File: config.mk
export PLATFORM = sky130hd
export DESIGN_NAME = ssb_bank
export DESIGN_NICKNAME = d
export VERILOG_FILES = /design/src/rtl/ssb_pkg.sv /design/src/rtl/ssb_sync.sv /design/src/rtl/ssb_bank.sv
export VERILOG_INCLUDE_DIRS = /design/src /design/src/rtl
export SDC_FILE = /design/constraint.sdc
export NUM_CORES = 1
export LEC_CHECK = 0
export ABC_AREA = 1
export BUFFER_PORTS_ARGS = -buffer_cell sky130_fd_sc_hd__buf_2
export CORE_UTILIZATION = 40
export CTS_CLUSTER_DIAMETER = 60
export DETAILED_ROUTE_END_ITERATION = 7
export HOLD_SLACK_MARGIN = 0.15
export PLACE_DENSITY = 0.61
export SLEW_MARGIN = 20
export SYNTH_ARGS = -nofsm -noshare
export SYNTH_HDL_FRONTEND = slang
export SYNTH_SLANG_ARGS = --single-unit
File: constraint.sdc
create_clock -name aclk -period 1.4 [get_ports aclk]
set_input_delay 0.21 -clock aclk [delete_from_list [all_inputs] [get_ports aclk]]
set_output_delay 0.21 -clock aclk [all_outputs]
set_load 0.005 [all_outputs]
File: src/rtl/ssb_map.svh
// Register map, field positions and reset values of the safety status bank
// ==========================================================================
// Functional notes
// RULE_01: Capability bit 0: torque removal via terminals
// RULE_02: Capability bit 1: safe brake control available
// RULE_03: Capability bit 2: extended motion monitoring available
// RULE_04: Capability bit 3: controlled stop one available
// RULE_05: Capability is joint unit and module support
// RULE_06: Drive word bits 0,1,2,4,9,31 report status
// RULE_07: Drive word is AND of both channels
// RULE_08: Unit word bits 0,1,2,4,9,10,15 report status
`ifndef SSB_MAP_SVH
`define SSB_MAP_SVH

// ==========================================================================
// Byte offsets
`define SSB_OFS_CAPABILITY 4'h0
`define SSB_OFS_UNIT_STATUS 4'h4
`define SSB_OFS_DRIVE_STATUS 4'h8
`define SSB_OFS_IRQ_STATUS 4'hc
`define SSB_ADDR_W 4

// ==========================================================================
// Capability word fields
`define SSB_CAP_TORQUE 0
`define SSB_CAP_BRAKE 1
`define SSB_CAP_MOTION 2
`define SSB_CAP_STOP1 3

// ==========================================================================
// Status word fields
`define SSB_ST_TORQUE_SEL 0
`define SSB_ST_TORQUE_ACT 1
`define SSB_ST_STOP1_ACT 2
`define SSB_ST_BRAKE_REQ 4
`define SSB_ST_STOPA_NOACK 9
`define SSB_ST_STOPA_ACT 10
`define SSB_ST_STOPF_ACT 15
`define SSB_ST_PATH_TEST 31

// Bits that exist in each word; all others read zero
`define SSB_UNIT_MASK 32'h0000_8617
`define SSB_DRIVE_MASK 32'h8000_0217

// Interrupt mask register sits one word above the status register
`define SSB_OFS_IRQ_MASK 5'h10
`define SSB_IRQ_RESET 32'h0000_0000
`define SSB_RESP_OKAY 2'h0
`define SSB_RESP_SLVERR 2'h2

`endif

File: src/rtl/ssb_pkg.sv
// Types shared by the safety status bank
package ssb_pkg;
  typedef logic [31:0] ssb_word_t;
  typedef logic [1:0] ssb_resp_t;
endpackage : ssb_pkg

File: src/rtl/ssb_sync.sv
// Two-flop synchroniser for a vector of pin levels
`timescale 1ns/1ps
module ssb_sync #(
  parameter int W = 32
) (
  input wire logic aclk,
  input wire logic aresetn,
  input wire logic [W-1:0] d,
  output logic [W-1:0] q
);
  typedef struct packed {
    logic [W-1:0] meta;
    logic [W-1:0] sync;
  } ssb_sync_s;

  ssb_sync_s st_r;
  ssb_sync_s st_nxt;

  always_comb begin
    st_nxt.meta = d;
    st_nxt.sync = st_r.meta;
  end

  always_ff @(posedge aclk) begin
    if (!aresetn) begin
      st_r <= '0;
    end else begin
      st_r <= st_nxt;
    end
  end

  assign q = st_r.sync;
endmodule : ssb_sync

File: src/rtl/ssb_bank.sv
// Safety status word bank with AXI4-Lite register access and interrupt
//
// Our own choices: the placing of the registers and the AXI4-Lite interface to the registers.
`include "ssb_map.svh"
`timescale 1ns/1ps
module ssb_bank (
  input wire logic aclk,
  input wire logic aresetn,
  // Support straps of control unit and power module
  input wire logic [3:0] unit_support,
  input wire logic [3:0] module_support,
  // Status from the unit and from the two monitoring channels
  input wire logic [31:0] unit_status,
  input wire logic [31:0] chan_a_status,
  input wire logic [31:0] chan_b_status,
  // AXI4-Lite slave
  input wire logic [`SSB_ADDR_W:0] s_awaddr,
  input wire logic s_awvalid,
  output logic s_awready,
  input wire logic [31:0] s_wdata,
  input wire logic [3:0] s_wstrb,
  input wire logic s_wvalid,
  output logic s_wready,
  output logic [1:0] s_bresp,
  output logic s_bvalid,
  input wire logic s_bready,
  input wire logic [`SSB_ADDR_W:0] s_araddr,
  input wire logic s_arvalid,
  output logic s_arready,
  output logic [31:0] s_rdata,
  output logic [1:0] s_rresp,
  output logic s_rvalid,
  input wire logic s_rready,
  output logic irq
);
  // ========================================================================
  // Pin synchronisers
  logic [95:0] pins_sync;
  logic [7:0] sup_sync;

  ssb_sync #(.W(96)) u_sync_status (
    .aclk(aclk),
    .aresetn(aresetn),
    .d({unit_status, chan_a_status, chan_b_status}),
    .q(pins_sync)
  );

  ssb_sync #(.W(8)) u_sync_support (
    .aclk(aclk),
    .aresetn(aresetn),
    .d({unit_support, module_support}),
    .q(sup_sync)
  );

  // ========================================================================
  // State
  typedef struct packed {
    ssb_pkg::ssb_word_t cap;
    ssb_pkg::ssb_word_t unit;
    ssb_pkg::ssb_word_t drive;
    ssb_pkg::ssb_word_t irq_st;
    ssb_pkg::ssb_word_t irq_mask;
    logic aw_got;
    logic [`SSB_ADDR_W:0] aw_addr;
    logic w_got;
    logic [31:0] w_data;
    logic [3:0] w_strb;
    logic bvalid;
    ssb_pkg::ssb_resp_t bresp;
    logic rvalid;
    ssb_pkg::ssb_word_t rdata;
    ssb_pkg::ssb_resp_t rresp;
    logic irq;
  } ssb_bank_s;

  ssb_bank_s st_r;
  ssb_bank_s st_nxt;

  ssb_pkg::ssb_word_t unit_in;
  ssb_pkg::ssb_word_t drive_in;
  ssb_pkg::ssb_word_t cap_in;
  ssb_pkg::ssb_word_t events;
  ssb_pkg::ssb_word_t wclr;
  ssb_pkg::ssb_word_t wval;
  logic do_write;

  always_comb begin
    // Joint support: a function counts only if both parts carry it
    cap_in = '0;
    cap_in[`SSB_CAP_TORQUE] = sup_sync[4] & sup_sync[0]; // RULE_01 RULE_05
    cap_in[`SSB_CAP_BRAKE] = sup_sync[5] & sup_sync[1]; // RULE_02 RULE_05
    cap_in[`SSB_CAP_MOTION] = sup_sync[6] & sup_sync[2]; // RULE_03 RULE_05
    cap_in[`SSB_CAP_STOP1] = sup_sync[7] & sup_sync[3]; // RULE_04 RULE_05
    unit_in = pins_sync[95:64] & `SSB_UNIT_MASK; // RULE_08
    // Either channel alone cannot claim a state for the drive
    drive_in = pins_sync[63:32] & pins_sync[31:0]
               & `SSB_DRIVE_MASK; // RULE_06 RULE_07
    // Rising edges of drive status bits are the interrupt events
    events = drive_in & ~st_r.drive;
  end

  always_comb begin
    st_nxt = st_r;
    st_nxt.cap = cap_in;
    st_nxt.unit = unit_in;
    st_nxt.drive = drive_in;
    wclr = '0;
    wval = '0;
    do_write = 1'b0;

    // ======================================================================
    // Write channel: address and data taken in either order
    if (s_awvalid && !st_r.aw_got) begin
      st_nxt.aw_got = 1'b1;
      st_nxt.aw_addr = s_awaddr;
    end
    if (s_wvalid && !st_r.w_got) begin
      st_nxt.w_got = 1'b1;
      st_nxt.w_data = s_wdata;
      st_nxt.w_strb = s_wstrb;
    end
    if (st_r.aw_got && st_r.w_got && !st_r.bvalid) begin
      do_write = 1'b1;
      for (int i = 0; i < 4; i++) begin
        wval[i*8 +: 8] = st_r.w_strb[i] ? st_r.w_data[i*8 +: 8] : 8'h00;
      end
      st_nxt.aw_got = 1'b0;
      st_nxt.w_got = 1'b0;
      st_nxt.bvalid = 1'b1;
      st_nxt.bresp = `SSB_RESP_OKAY;
      unique case (st_r.aw_addr)
        {1'b0, `SSB_OFS_CAPABILITY},
        {1'b0, `SSB_OFS_UNIT_STATUS},
        {1'b0, `SSB_OFS_DRIVE_STATUS}: st_nxt.bresp = `SSB_RESP_SLVERR;
        {1'b0, `SSB_OFS_IRQ_STATUS}: wclr = wval;
        `SSB_OFS_IRQ_MASK: begin
          for (int i = 0; i < 4; i++) begin
            if (st_r.w_strb[i]) begin
              st_nxt.irq_mask[i*8 +: 8] = st_r.w_data[i*8 +: 8];
            end
          end
        end
        default: st_nxt.bresp = `SSB_RESP_SLVERR;
      endcase
    end
    if (st_r.bvalid && s_bready) begin
      st_nxt.bvalid = 1'b0;
    end

    // Sticky events: a set in the clearing cycle wins
    st_nxt.irq_st = (st_r.irq_st & ~wclr) | events;

    // ======================================================================
    // Read channel
    if (s_arvalid && !st_r.rvalid) begin
      st_nxt.rvalid = 1'b1;
      st_nxt.rresp = `SSB_RESP_OKAY;
      unique case (s_araddr)
        {1'b0, `SSB_OFS_CAPABILITY}: st_nxt.rdata = st_r.cap;
        {1'b0, `SSB_OFS_UNIT_STATUS}: st_nxt.rdata = st_r.unit;
        {1'b0, `SSB_OFS_DRIVE_STATUS}: st_nxt.rdata = st_r.drive;
        {1'b0, `SSB_OFS_IRQ_STATUS}: st_nxt.rdata = st_r.irq_st;
        `SSB_OFS_IRQ_MASK: st_nxt.rdata = st_r.irq_mask;
        default: begin
          st_nxt.rdata = '0;
          st_nxt.rresp = `SSB_RESP_SLVERR;
        end
      endcase
    end else if (st_r.rvalid && s_rready) begin
      st_nxt.rvalid = 1'b0;
    end

    st_nxt.irq = |(st_nxt.irq_st & st_nxt.irq_mask);
  end

  always_ff @(posedge aclk) begin
    if (!aresetn) begin
      st_r <= '0;
      st_r.irq_mask <= `SSB_IRQ_RESET;
    end else begin
      st_r <= st_nxt;
    end
  end

  // ========================================================================
  // Outputs, all from flip-flops
  assign s_awready = !st_r.aw_got;
  assign s_wready = !st_r.w_got;
  assign s_bvalid = st_r.bvalid;
  assign s_bresp = st_r.bresp;
  assign s_arready = !st_r.rvalid;
  assign s_rvalid = st_r.rvalid;
  assign s_rdata = st_r.rdata;
  assign s_rresp = st_r.rresp;
  assign irq = st_r.irq;
endmodule : ssb_bank

==> qor.csv, run 1 <==
metric,value,unit
status,"complete, but fails checks",
failing checks,setup timing,
Core Region,22640,sq um
vias per inst,4.638,
fin. max-slew vios,0,
R2R Path End,irq,
Final period util,121.7,%
Ys Warns,0,
PD cells,1130,nW/um^2
die area,23750,sq um
WL final,24340,um
"Data arrival, critical path",2.08,ns
critical path endpoint category,flip-flop,
GRT overflow,0,
TritonRoute pass-1 iters,5,
"commonest non-fill, non-tap cell in the layout",nand2_1,
Worst IR Drop VDD,0.0008398,V
critical path launch point,st_r[77],
# IOs,199,
clk buf depth,3,
Cells after Synth,1359,
RSZ-0062 raised after global routing,true,
Die Wd,154.1,um
Netlist cell types,29,
most frequent cells in the layout,"nand2_1, dfxtp_1, inv_1, nor2_1, buf_2",
pre-CTS setup slack,-0.3961,ns
hold_ws,0.2034,ns
sequential share of the synthesized area,46.50,%
Hold Path Class,primary input to flip-flop,
Worst Slack Setup Final,-0.3033,ns
cell taking the most area after synthesis,dfxtp_1,
Clock Latency Late Sink,0.51,ns
R2R setup slack,-0.30,ns
initial antenna violation count,0,
DP HPWL,16090,um
largest net degree at the start of global routing,70,
Wirelength per Cell,12.78,um
Synth top area share,46.50,%
top post-synthesis cells by area,"dfxtp_1, nand2_1, inv_1",
Residual DRC,0,
Initial Util,40.88,%
Final #Nets,1759,
total CTS buffers,23,
reg-to-reg startpoint,st_r[77],
share of layout cells above drive strength 1,20.63,%
Routability Congestion,0.8566,
area grow syn2layout,34.59,%
Worst Path Max Fanout,9,
routed vias,8831,
Final min period,1.703,ns
Clock Tree Root,clkbuf_16,
Setup Skew,0.01090,ns
total power,0.01408,W
Mapped Area,9256,sq um
FP Rows,55,
Routed Antenna Nets,0,
gr usage total,20.60,%
hold depth,6,
CTS tree,built,
P_leak,6.085,nW
clock sinks,215,
f_max,587.1,MHz
crit path to,irq,
register bit count reported by yosys,215,
max-cap violations,0,
Clock Pin Slew Worst Setup and Hold Paths,0.06,ns
CTS H-Tree Depth,1,
critical path type,flip-flop to flip-flop,
diode count,0,
"Req. time, crit path",1.78,ns
count of final setup violators,3,
Mean Syn Cell Area,6.811,sq um
number of global-route vias before repair,8272,
Worst R2R Path Depth,11,
die height,154.1,um
Fin. Hold Viols,0,
first-pass GRT wire length,39860,um
1st-iter DRT viols,484,
Setup crit start kind,flip-flop,
number of port buffers,119,
critical path, stage by stage (launching register included):
cell and delay [ns]:
dfxtp_2 0.33, nor2_4 0.18, nand3_2 0.11, inv_1 0.14, buf_6 0.18, a21oi_1 0.09
nand3_1 0.09, nand2_1 0.05, nor2_1 0.09, nand2_1 0.10, nor2_2 0.13, a21oi_1 0.08
through the flow:
step	cell area, sq um	std cells	util [%]	setup TNS, ns
floorplan	9285	1360	-	-0.04757
global placement	10810	1787	47.75	-3.577
detailed placement	10810	1787	47.75	-3.689
CTS	12340	1904	54.52	-0.3206
global route	12460	1904	55.03	-1.197
finish	12460	1904	55.03	-0.3057
synth_stat cells:
library cell	n
nand2_1	430
dfxtp_1	215
inv_1	189
nor2_1	146
a21oi_1	99
nand3_1	58
o21ai_0	55
buf_4	42
clkbuf_1	39
o22ai_1	23
buf_2	17
o21ai_1	8
nor3_1	6
nor2_4	4
buf_6	3
inv_2	3
nand4_1	3
o21a_1	3
o221ai_1	3
nand3_2	2
nor2_2	2
o2111ai_1	2
a22o_1	1
buf_1	1
clkinv_1	1
conb_1	1
nand3_4	1
o211ai_1	1
or2_2	1
metal layers:
layer	global-route usage, %	wire (um)	vias up
li1	-	-	4636
met2	35.52	11420	188
met4	5.381	539	0
met1	27.09	11490	3974
met5	0	0	-
met3	2.621	884	33
flip-flops by register name (all words and copies together) (netlist names):
register and count:
st_r 124, s_rdata 32, u_sync_status.q 19, u_sync_status.st_nxt 19
u_sync_support.q 8, u_sync_support.st_nxt 8, irq 1, s_bresp 1
s_bvalid 1, s_rresp 1, s_rvalid 1
report_power, final:
part | switching, W | internal, W | total (W)
Sequential | 0.000122 | 0.00636 | 0.00648
Combinational | 0.000935 | 0.000807 | 0.00174
Clock | 0.00246 | 0.00340 | 0.00586
Total | 0.00352 | 0.0106 | 0.0141
how the worst min path moves through the flow:
stage | from | to
after floorplan | chan_b_status[0] | u_sync_status.st_nxt[0]
after global placement | chan_a_status[9] | u_sync_status.st_nxt[41]
after detailed placement | unit_support[3] | u_sync_support.st_nxt[7]
after CTS | s_arvalid | s_rdata[28]
after global routing | s_araddr[4] | s_rdata[0]
final | s_araddr[4] | s_rdata[2]
area by class of cell:
class | count | area (sq um)
Clock buffer | 33 | 643.1
Clock inverter | 9 | 82.58
Fill cell | 2201 | 10180
Inverter | 193 | 728.2
Multi-Input combinational cell | 850 | 3745
Sequential cell | 215 | 4320
Tap cell | 285 | 356.6
Timing Repair Buffer | 319 | 2582
logic make-up (layout without fill, tap and decap cells):
group	count (synthesis)	count (layout)	share of synthesized area, %
and+or+nand+nor	653	653	28.12
AOI/OAI and AO/OA	195	195	11.21
buffers and inverters	295	554	14.14
DFF	215	215	46.50
other	1	2	0.04051
repair_timing:
item	in CTS	in global routing
cloned	1	0
setup endpoints to repair	9	41
setup buffers	1	0
hold buffers	73	0
endpoints found under the hold margin	73	0
resized for setup	10	43
pin swaps	2	0
Note: power is estimated with default switching activity, not from simulation.
==> inputs of run 2 (changes only) <==
--- a/config.mk
+++ b/config.mk
@@ -8,11 +8,11 @@
 export LEC_CHECK = 0
 export ABC_AREA = 1
 export BUFFER_PORTS_ARGS = -buffer_cell sky130_fd_sc_hd__buf_2
-export CORE_UTILIZATION = 40
+export CORE_UTILIZATION = 45
 export CTS_CLUSTER_DIAMETER = 60
 export DETAILED_ROUTE_END_ITERATION = 7
 export HOLD_SLACK_MARGIN = 0.15
-export PLACE_DENSITY = 0.61
+export PLACE_DENSITY = 0.68
 export SLEW_MARGIN = 20
 export SYNTH_ARGS = -nofsm -noshare
 export SYNTH_HDL_FRONTEND = slang
==> run 2 against run 1 <==
  * The run still ends with setup timing left
  * Sequential share of layout area about the same
  * Cell area shrank 0.20%
  * Critical endpoint unchanged
  * Flip-flop and latch count unchanged
  * Routed wire length about the same
  * Sequential power barely moved
==> qor.csv, run 2 (synthesized netlist as in run 1, its figures left out) <==
metric,value,unit
gr usage total,22.43,%
Hold Path Class,primary input to flip-flop,
share of layout cells above drive strength 1,19.65,%
Die Wd,145.4,um
Residual DRC,0,
# IOs,199,
critical path type,flip-flop to flip-flop,
Clock Pin Slew Worst Setup and Hold Paths,0.06,ns
R2R Path End,irq,
diode count,0,
status,"complete, but fails checks",
PD cells,1170,nW/um^2
Setup Skew,0.008296,ns
number of port buffers,119,
Final #Nets,1739,
Clock Tree Root,clkbuf_16,
1st-iter DRT viols,554,
DP HPWL,15680,um
Worst R2R Path Depth,13,
"commonest non-fill, non-tap cell in the layout",nand2_1,
f_max,570.4,MHz
clk buf depth,3,
Routability Congestion,0.8470,
wire length on met3,1171,um
TritonRoute pass-1 iters,5,
die height,145.4,um
FP Rows,52,
initial antenna violation count,0,
WHS Endpoint,s_rdata[2],
area grow syn2layout,34.32,%
total CTS buffers,23,
Largest register FFs,124,
met2 WL post-DR,11700,um
CTS tree,built,
largest net degree at the start of global routing,81,
count of final setup violators,5,
Clock Latency Late Sink,0.51,ns
number of global-route vias before repair,8133,
Final min period,1.753,ns
Worst Hold Launch,s_araddr[4],
routed vias,8908,
clock sinks,215,
R2R setup slack,-0.35,ns
Layout Cells excl Fill,1868,
vias per inst,4.769,
fin. max-slew vios,0,
"Data arrival, critical path",2.14,ns
"Core Util, Final",61.64,%
Worst IR Drop VDD,0.001016,V
Fin. Hold Viols,0,
critical path endpoint category,flip-flop,
Worst Path Max Fanout,10,
Worst Slack Setup Final,-0.3532,ns
max-cap violations,0,
Filler cells,1829,
M1 WL,10890,um
Initial Util,45.89,%
CTS H-Tree Depth,1,
die area,21150,sq um
WL final,24350,um
Core Region,20170,sq um
RSZ-0062 raised after global routing,true,
"Req. time, crit path",1.78,ns
P_leak,6.087,nW
reg-to-reg startpoint,st_r[77],
Wirelength per Cell,13.04,um
top sig layer,met4,
placed cell count,1742,
hold depth,6,
Routed Antenna Nets,0,
failing checks,setup timing,
Reg with most FFs,st_r,
most frequent cells in the layout,"nand2_1, dfxtp_1, inv_1, nor2_1, buf_2",
GRT overflow,0,
Final period util,125.2,%
Setup crit start kind,flip-flop,
first-pass GRT wire length,39160,um
-- run 2: cell types whose count changed in the layout (fill, tap and decap cells not counted), sizes merged --
cell    change
clkbuf      +2
buf        -22
bufbuf      -1
inv         -1
clkinv      -1
bufinv      +2
-- run 2: how the worst max path moves through the flow --
stage,from,endpoint,slack [ns],cells after the start
6_report,st_r[77],irq,-0.35,13
2_1_floorplan,st_r[77],irq,-0.05,11
4_1_cts,st_r[76],irq,-0.34,13
3_5_place_dp,st_r[77],irq,-0.38,13
5_1_grt,st_r[77],irq,-0.48,12
3_3_place_gp,s_bvalid,irq,-0.35,13
-- run 2: stage by stage --
| stage | instance area [sq um] | hold slack [ns] | setup WS (ns) | power (W) | TNS (ns) |
|---|---|---|---|---|---|
| after global routing | 12430 | 0.2125 | -0.4812 | 0.01514 | -1.608 |
| after CTS | 12130 | 0.1744 | -0.3374 | 0.01453 | -0.5064 |
| after detailed placement | 10590 | 0.3934 | -0.3789 | 0.008101 | -3.805 |
| final | 12430 | 0.1853 | -0.3532 | 0.01455 | -0.4638 |
| after floorplan | 9285 | 0.3076 | -0.04757 | 0.007457 | -0.04757 |
| after global placement | 10590 | 0.3914 | -0.3537 | 0.008074 | -3.399 |
-- run 2: area by class of cell --
| class | instances | area (sq um) | share of cell area, % |
|---|---|---|---|
| Clock buffer | 32 | 659.4 | 5.303 |
| Tap cell | 270 | 337.8 | 2.717 |
| Inverter | 193 | 728.2 | 5.857 |
| Multi-Input combinational cell | 850 | 3754 | 30.19 |
| Sequential cell | 215 | 4315 | 34.71 |
| Clock inverter | 9 | 128.9 | 1.037 |
| Timing Repair Buffer | 299 | 2510 | 20.19 |
-- run 2: where the power goes --
| part | switching, W | total, W | internal, W |
|---|---|---|---|
| Clock | 0.00243 | 0.00627 | 0.00384 |
| Sequential | 0.000121 | 0.00648 | 0.00636 |
| Combinational | 0.000956 | 0.00180 | 0.000839 |
| Total | 0.00351 | 0.0145 | 0.0110 |
-- run 2: critical path, stage by stage, from the launching register on --
cell and delay, ns:
dfxtp_2 0.33, nor2_4 0.18, nand3_2 0.12, buf_6 0.18, nor2_4 0.12, nand2_1 0.08
nand2_1 0.08, nand2_1 0.09, nand2_1 0.07, nand2_1 0.05, nor2_1 0.09, nand2_1 0.07
nor2_1 0.09, a21oi_1 0.07
-- run 2: per-layer routing --
metal | vias up | track usage, %
met2 | 263 | 39.28
met3 | 43 | 2.727
li1 | 4581 | -
met4 | 0 | 6.684
met5 | - | 0
met1 | 4021 | 28.86
-- run 2: what timing repair did --
item | in CTS | in global routing
hold endpoints to repair | 72 | 0
buffers inserted | 1 | 10
hold buffers | 73 | 0
gates cloned | 0 | 3
pin swaps | 1 | 10
setup endpoints to repair | 23 | 36
gates resized for setup | 10 | 54
==> inputs of run 3 (changes only) <==
--- a/config.mk
+++ b/config.mk
@@ -6,13 +6,12 @@
 export SDC_FILE = /design/constraint.sdc
 export NUM_CORES = 1
 export LEC_CHECK = 0
-export ABC_AREA = 1
 export BUFFER_PORTS_ARGS = -buffer_cell sky130_fd_sc_hd__buf_2
 export CORE_UTILIZATION = 45
 export CTS_CLUSTER_DIAMETER = 60
 export DETAILED_ROUTE_END_ITERATION = 7
 export HOLD_SLACK_MARGIN = 0.15
-export PLACE_DENSITY = 0.68
+export PLACE_DENSITY = 0.69
 export SLEW_MARGIN = 20
 export SYNTH_ARGS = -nofsm -noshare
 export SYNTH_HDL_FRONTEND = slang
==> constraint.sdc (replaced) <==
create_clock -name aclk -period 1.4 [get_ports aclk]
set_input_delay 0.21 -clock aclk [delete_from_list [all_inputs] [get_ports aclk]]
set_output_delay 0.21 -clock aclk [all_outputs]
set_load 0.02 [all_outputs]
==> run 3 against run 2 <==
  * The flow still finishes with violations (setup timing)
  * Sequential share of layout area shrank 1.0 points
  * Flip-flop and latch count unchanged
  * Critical path type unchanged
  * Power fell by 3.1%
  * Via count decreased by 13%
  * Clock skew is 0.0023 ns higher
  * Register-to-register slack lost 0.59 ns
  * First-iteration DRC count decreased by 8.5%
  * Clock-buffer cell count is 3 lower
  * Largest cell class unchanged
  * Largest power group unchanged
  * Sequential power decreased by 1%
  * Combinational power down 24%
  * Cell area up 3.3%
==> qor.csv, run 3 <==
metric,value,unit
status,"complete, but fails checks",
failing checks,setup timing,
die height,135.8,um
synth cell count leaders,"dfxtp_1, nand2_1, nor2_1",
routed vias,7716,
Hold Path Class,primary input to flip-flop,
Worst slew margin,59.85,%
multi-input combinational cell area,4317,sq um
critical path launch point,st_r[79],
max-cap violations,0,
TritonRoute pass-1 iters,5,
sequential share of the synthesized area,53.46,%
Worst Hold Launch,s_arvalid,
"commonest non-fill, non-tap cell in the layout",dfxtp_1,
RSZ-0062 raised after global routing,true,
largest net degree at the start of global routing,82,
DP HPWL,14790,um
most frequent cells in the layout,"dfxtp_1, buf_2, nand2_1, nor2_1, buf_4",
switching share of total power,23.10,%
Synth top area share,53.46,%
Clock Pin Slew Worst Setup and Hold Paths,0.06,ns
P_leak,5.014,nW
initial antenna violation count,0,
1st-iter DRT viols,507,
total CTS buffers,22,
number of global-route vias before repair,7302,
Core Region,17360,sq um
PD cells,1098,nW/um^2
Synth Flop Type,dfxtp_1,
gr usage total,26.46,%
CP max stage cell,or4_4,
"Core Util, Final",73.98,%
Final period util,167.3,%
hold_ws,0.2176,ns
Setup Skew,0.01061,ns
Residual DRC,0,
R2R setup slack,-0.94,ns
Netlist cell types,46,
vias per inst,5.430,
critical path type,flip-flop to flip-flop,
fin. max-slew vios,0,
share of layout cells above drive strength 1,38.13,%
GRT overflow,0,
most common cell in the netlist,dfxtp_1,
"Data arrival, critical path",2.72,ns
Reg with most FFs,st_r,
clock share of power,44.8,%
register bit count reported by yosys,215,
cell taking the most area after synthesis,dfxtp_1,
clk buf depth,3,
first-pass GRT wire length,37690,um
diode count,0,
CTS tree,built,
Clock Tree Root,clkbuf_16,
Worst R2R Path Depth,7,
# IOs,199,
count of final setup violators,66,
Final #Nets,1338,
clock sinks,215,
Cells after Synth,897,
crit-path cells,or4_4 > buf_6 > nor4_4 > a211oi_2 > a2111oi_4 > and4_1 > a41oi_2,
Sequential Power Share,45.5,%
Mean Syn Cell Area,8.976,sq um
Final min period,2.342,ns
Initial Util,46.39,%
Setup crit start kind,flip-flop,
Reg area,4323,sq um
Post-synth ARST share,0,%
Worst Slack Setup Final,-0.9420,ns
"Req. time, crit path",1.78,ns
Fin. Hold Viols,0,
total power,0.01409,W
Routed Antenna Nets,0,
Least-Margin Pin Slew,0.6023,ns
Clock Latency Late Sink,0.51,ns
critical path endpoint category,flip-flop,
die area,18430,sq um
Internal Power,0.01084,W
Net Switching,0.003256,W
Logic pwr share,9.7,%
hold depth,3,
number of port buffers,119,
top post-synthesis cells by area,"dfxtp_1, a21oi_1, and2_1",
area grow syn2layout,59.47,%
CP max stage delay,0.64,ns
reg-to-reg startpoint,st_r[79],
Worst IR Drop VDD,0.001117,V
Routability Congestion,0.8938,
Filler cells,1092,
R2R Path End,irq,
Mapped Area,8051,sq um
Worst Path Max Fanout,6,
Post-synth EDFFs,0,
Largest register FFs,124,
Die Wd,135.8,um
CTS H-Tree Depth,1,
FP Rows,48,
f_max,427.0,MHz
Ys Warns,0,
Wirelength per Cell,19.11,um
crit path to,irq,
WL final,27150,um
## run 3: changes by cell type after synthesis, sizes merged, moves of 20 or more
cell / change
a211oi: +20
a22oi: +24
and2: +70
inv: -171
mux2i: +21
nand2: -319
nand3: -57
nor2: -48
o21ai: -43
## run 3: area by class of cell
| type | count | share of cell area [%] |
|---|---|---|
| clock inverters | 10 | 1.169 |
| clock buffers | 29 | 4.892 |
| multi-input cells | 565 | 33.62 |
| inverters | 21 | 0.6529 |
| repair buffers | 356 | 23.81 |
| well taps | 225 | 2.193 |
| flip-flops and latches | 215 | 33.67 |
## run 3: kinds of logic (layout without fill, tap and decap cells)
family | after synthesis | count (layout) | share of synthesized area [%]
AO/OA/AOI/OAI | 194 | 194 | 15.10
buffers and inverters | 118 | 416 | 7.381
flip-flops | 215 | 215 | 53.46
multiplexers | 29 | 29 | 3.730
other | 1 | 2 | 0.04658
AND/OR/NAND/NOR | 340 | 340 | 20.28
## run 3: power by group through the flow
stage	sequential (W)	clock (W)	combinational (W)
5_1_grt	0.00642	0.00663	0.00145
3_5_place_dp	0.00652	0	0.000931
2_1_floorplan	0.00650	0	0.000488
6_report	0.00641	0.00631	0.00137
3_3_place_gp	0.00651	0	0.000916
4_1_cts	0.00639	0.00632	0.00125
## run 3: through the flow
| step | setup TNS (ns) | instances | setup slack (ns) | instance area [sq um] |
|---|---|---|---|---|
| after floorplan | -6.736 | 898 | -0.7099 | 8387 |
| after global placement | -20.36 | 1270 | -0.9193 | 9788 |
| after detailed placement | -23.22 | 1270 | -0.9859 | 9788 |
| after CTS | -14.29 | 1406 | -0.8982 | 12120 |
| after global routing | -22.38 | 1421 | -1.043 | 12840 |
| final | -19.05 | 1421 | -0.9420 | 12840 |
## run 3: routing by layer
layer	share of wire, %	routed length, um	GRT usage, %
met1	39	10670	32.09
met2	50	13490	45.89
met3	5.4	1461	4.265
met4	5.6	1528	11.67
met5	0	0	0
## run 3: critical path: cells and delay by family (launching register included)
family	cells	cell delay, ns
and+or+nand+nor	3	1.10
DFF	1	0.36
AOI/OAI and AO/OA	3	0.57
buffers and inverters	1	0.19
## run 3: what timing repair did
| item | 4_1_cts | 5_1_grt |
|---|---|---|
| gates resized for setup | 113 | 122 |
| hold buffers | 76 | 0 |
| hold endpoints to repair | 74 | 0 |
| gates cloned | 2 | 0 |
| setup endpoints to repair | 67 | 68 |
| setup buffers | 26 | 20 |
| pin swaps | 42 | 30 |
## run 3: worst min path at each step
| stage | to | slack [ns] |
|---|---|---|
| 2_1_floorplan | s_rvalid | 0.31 |
| 3_3_place_gp | s_rvalid | 0.40 |
| 3_5_place_dp | s_rvalid | 0.40 |
| 4_1_cts | s_rresp[1] | 0.23 |
| 5_1_grt | s_rresp[1] | 0.22 |
| 6_report | s_rresp[1] | 0.22 |
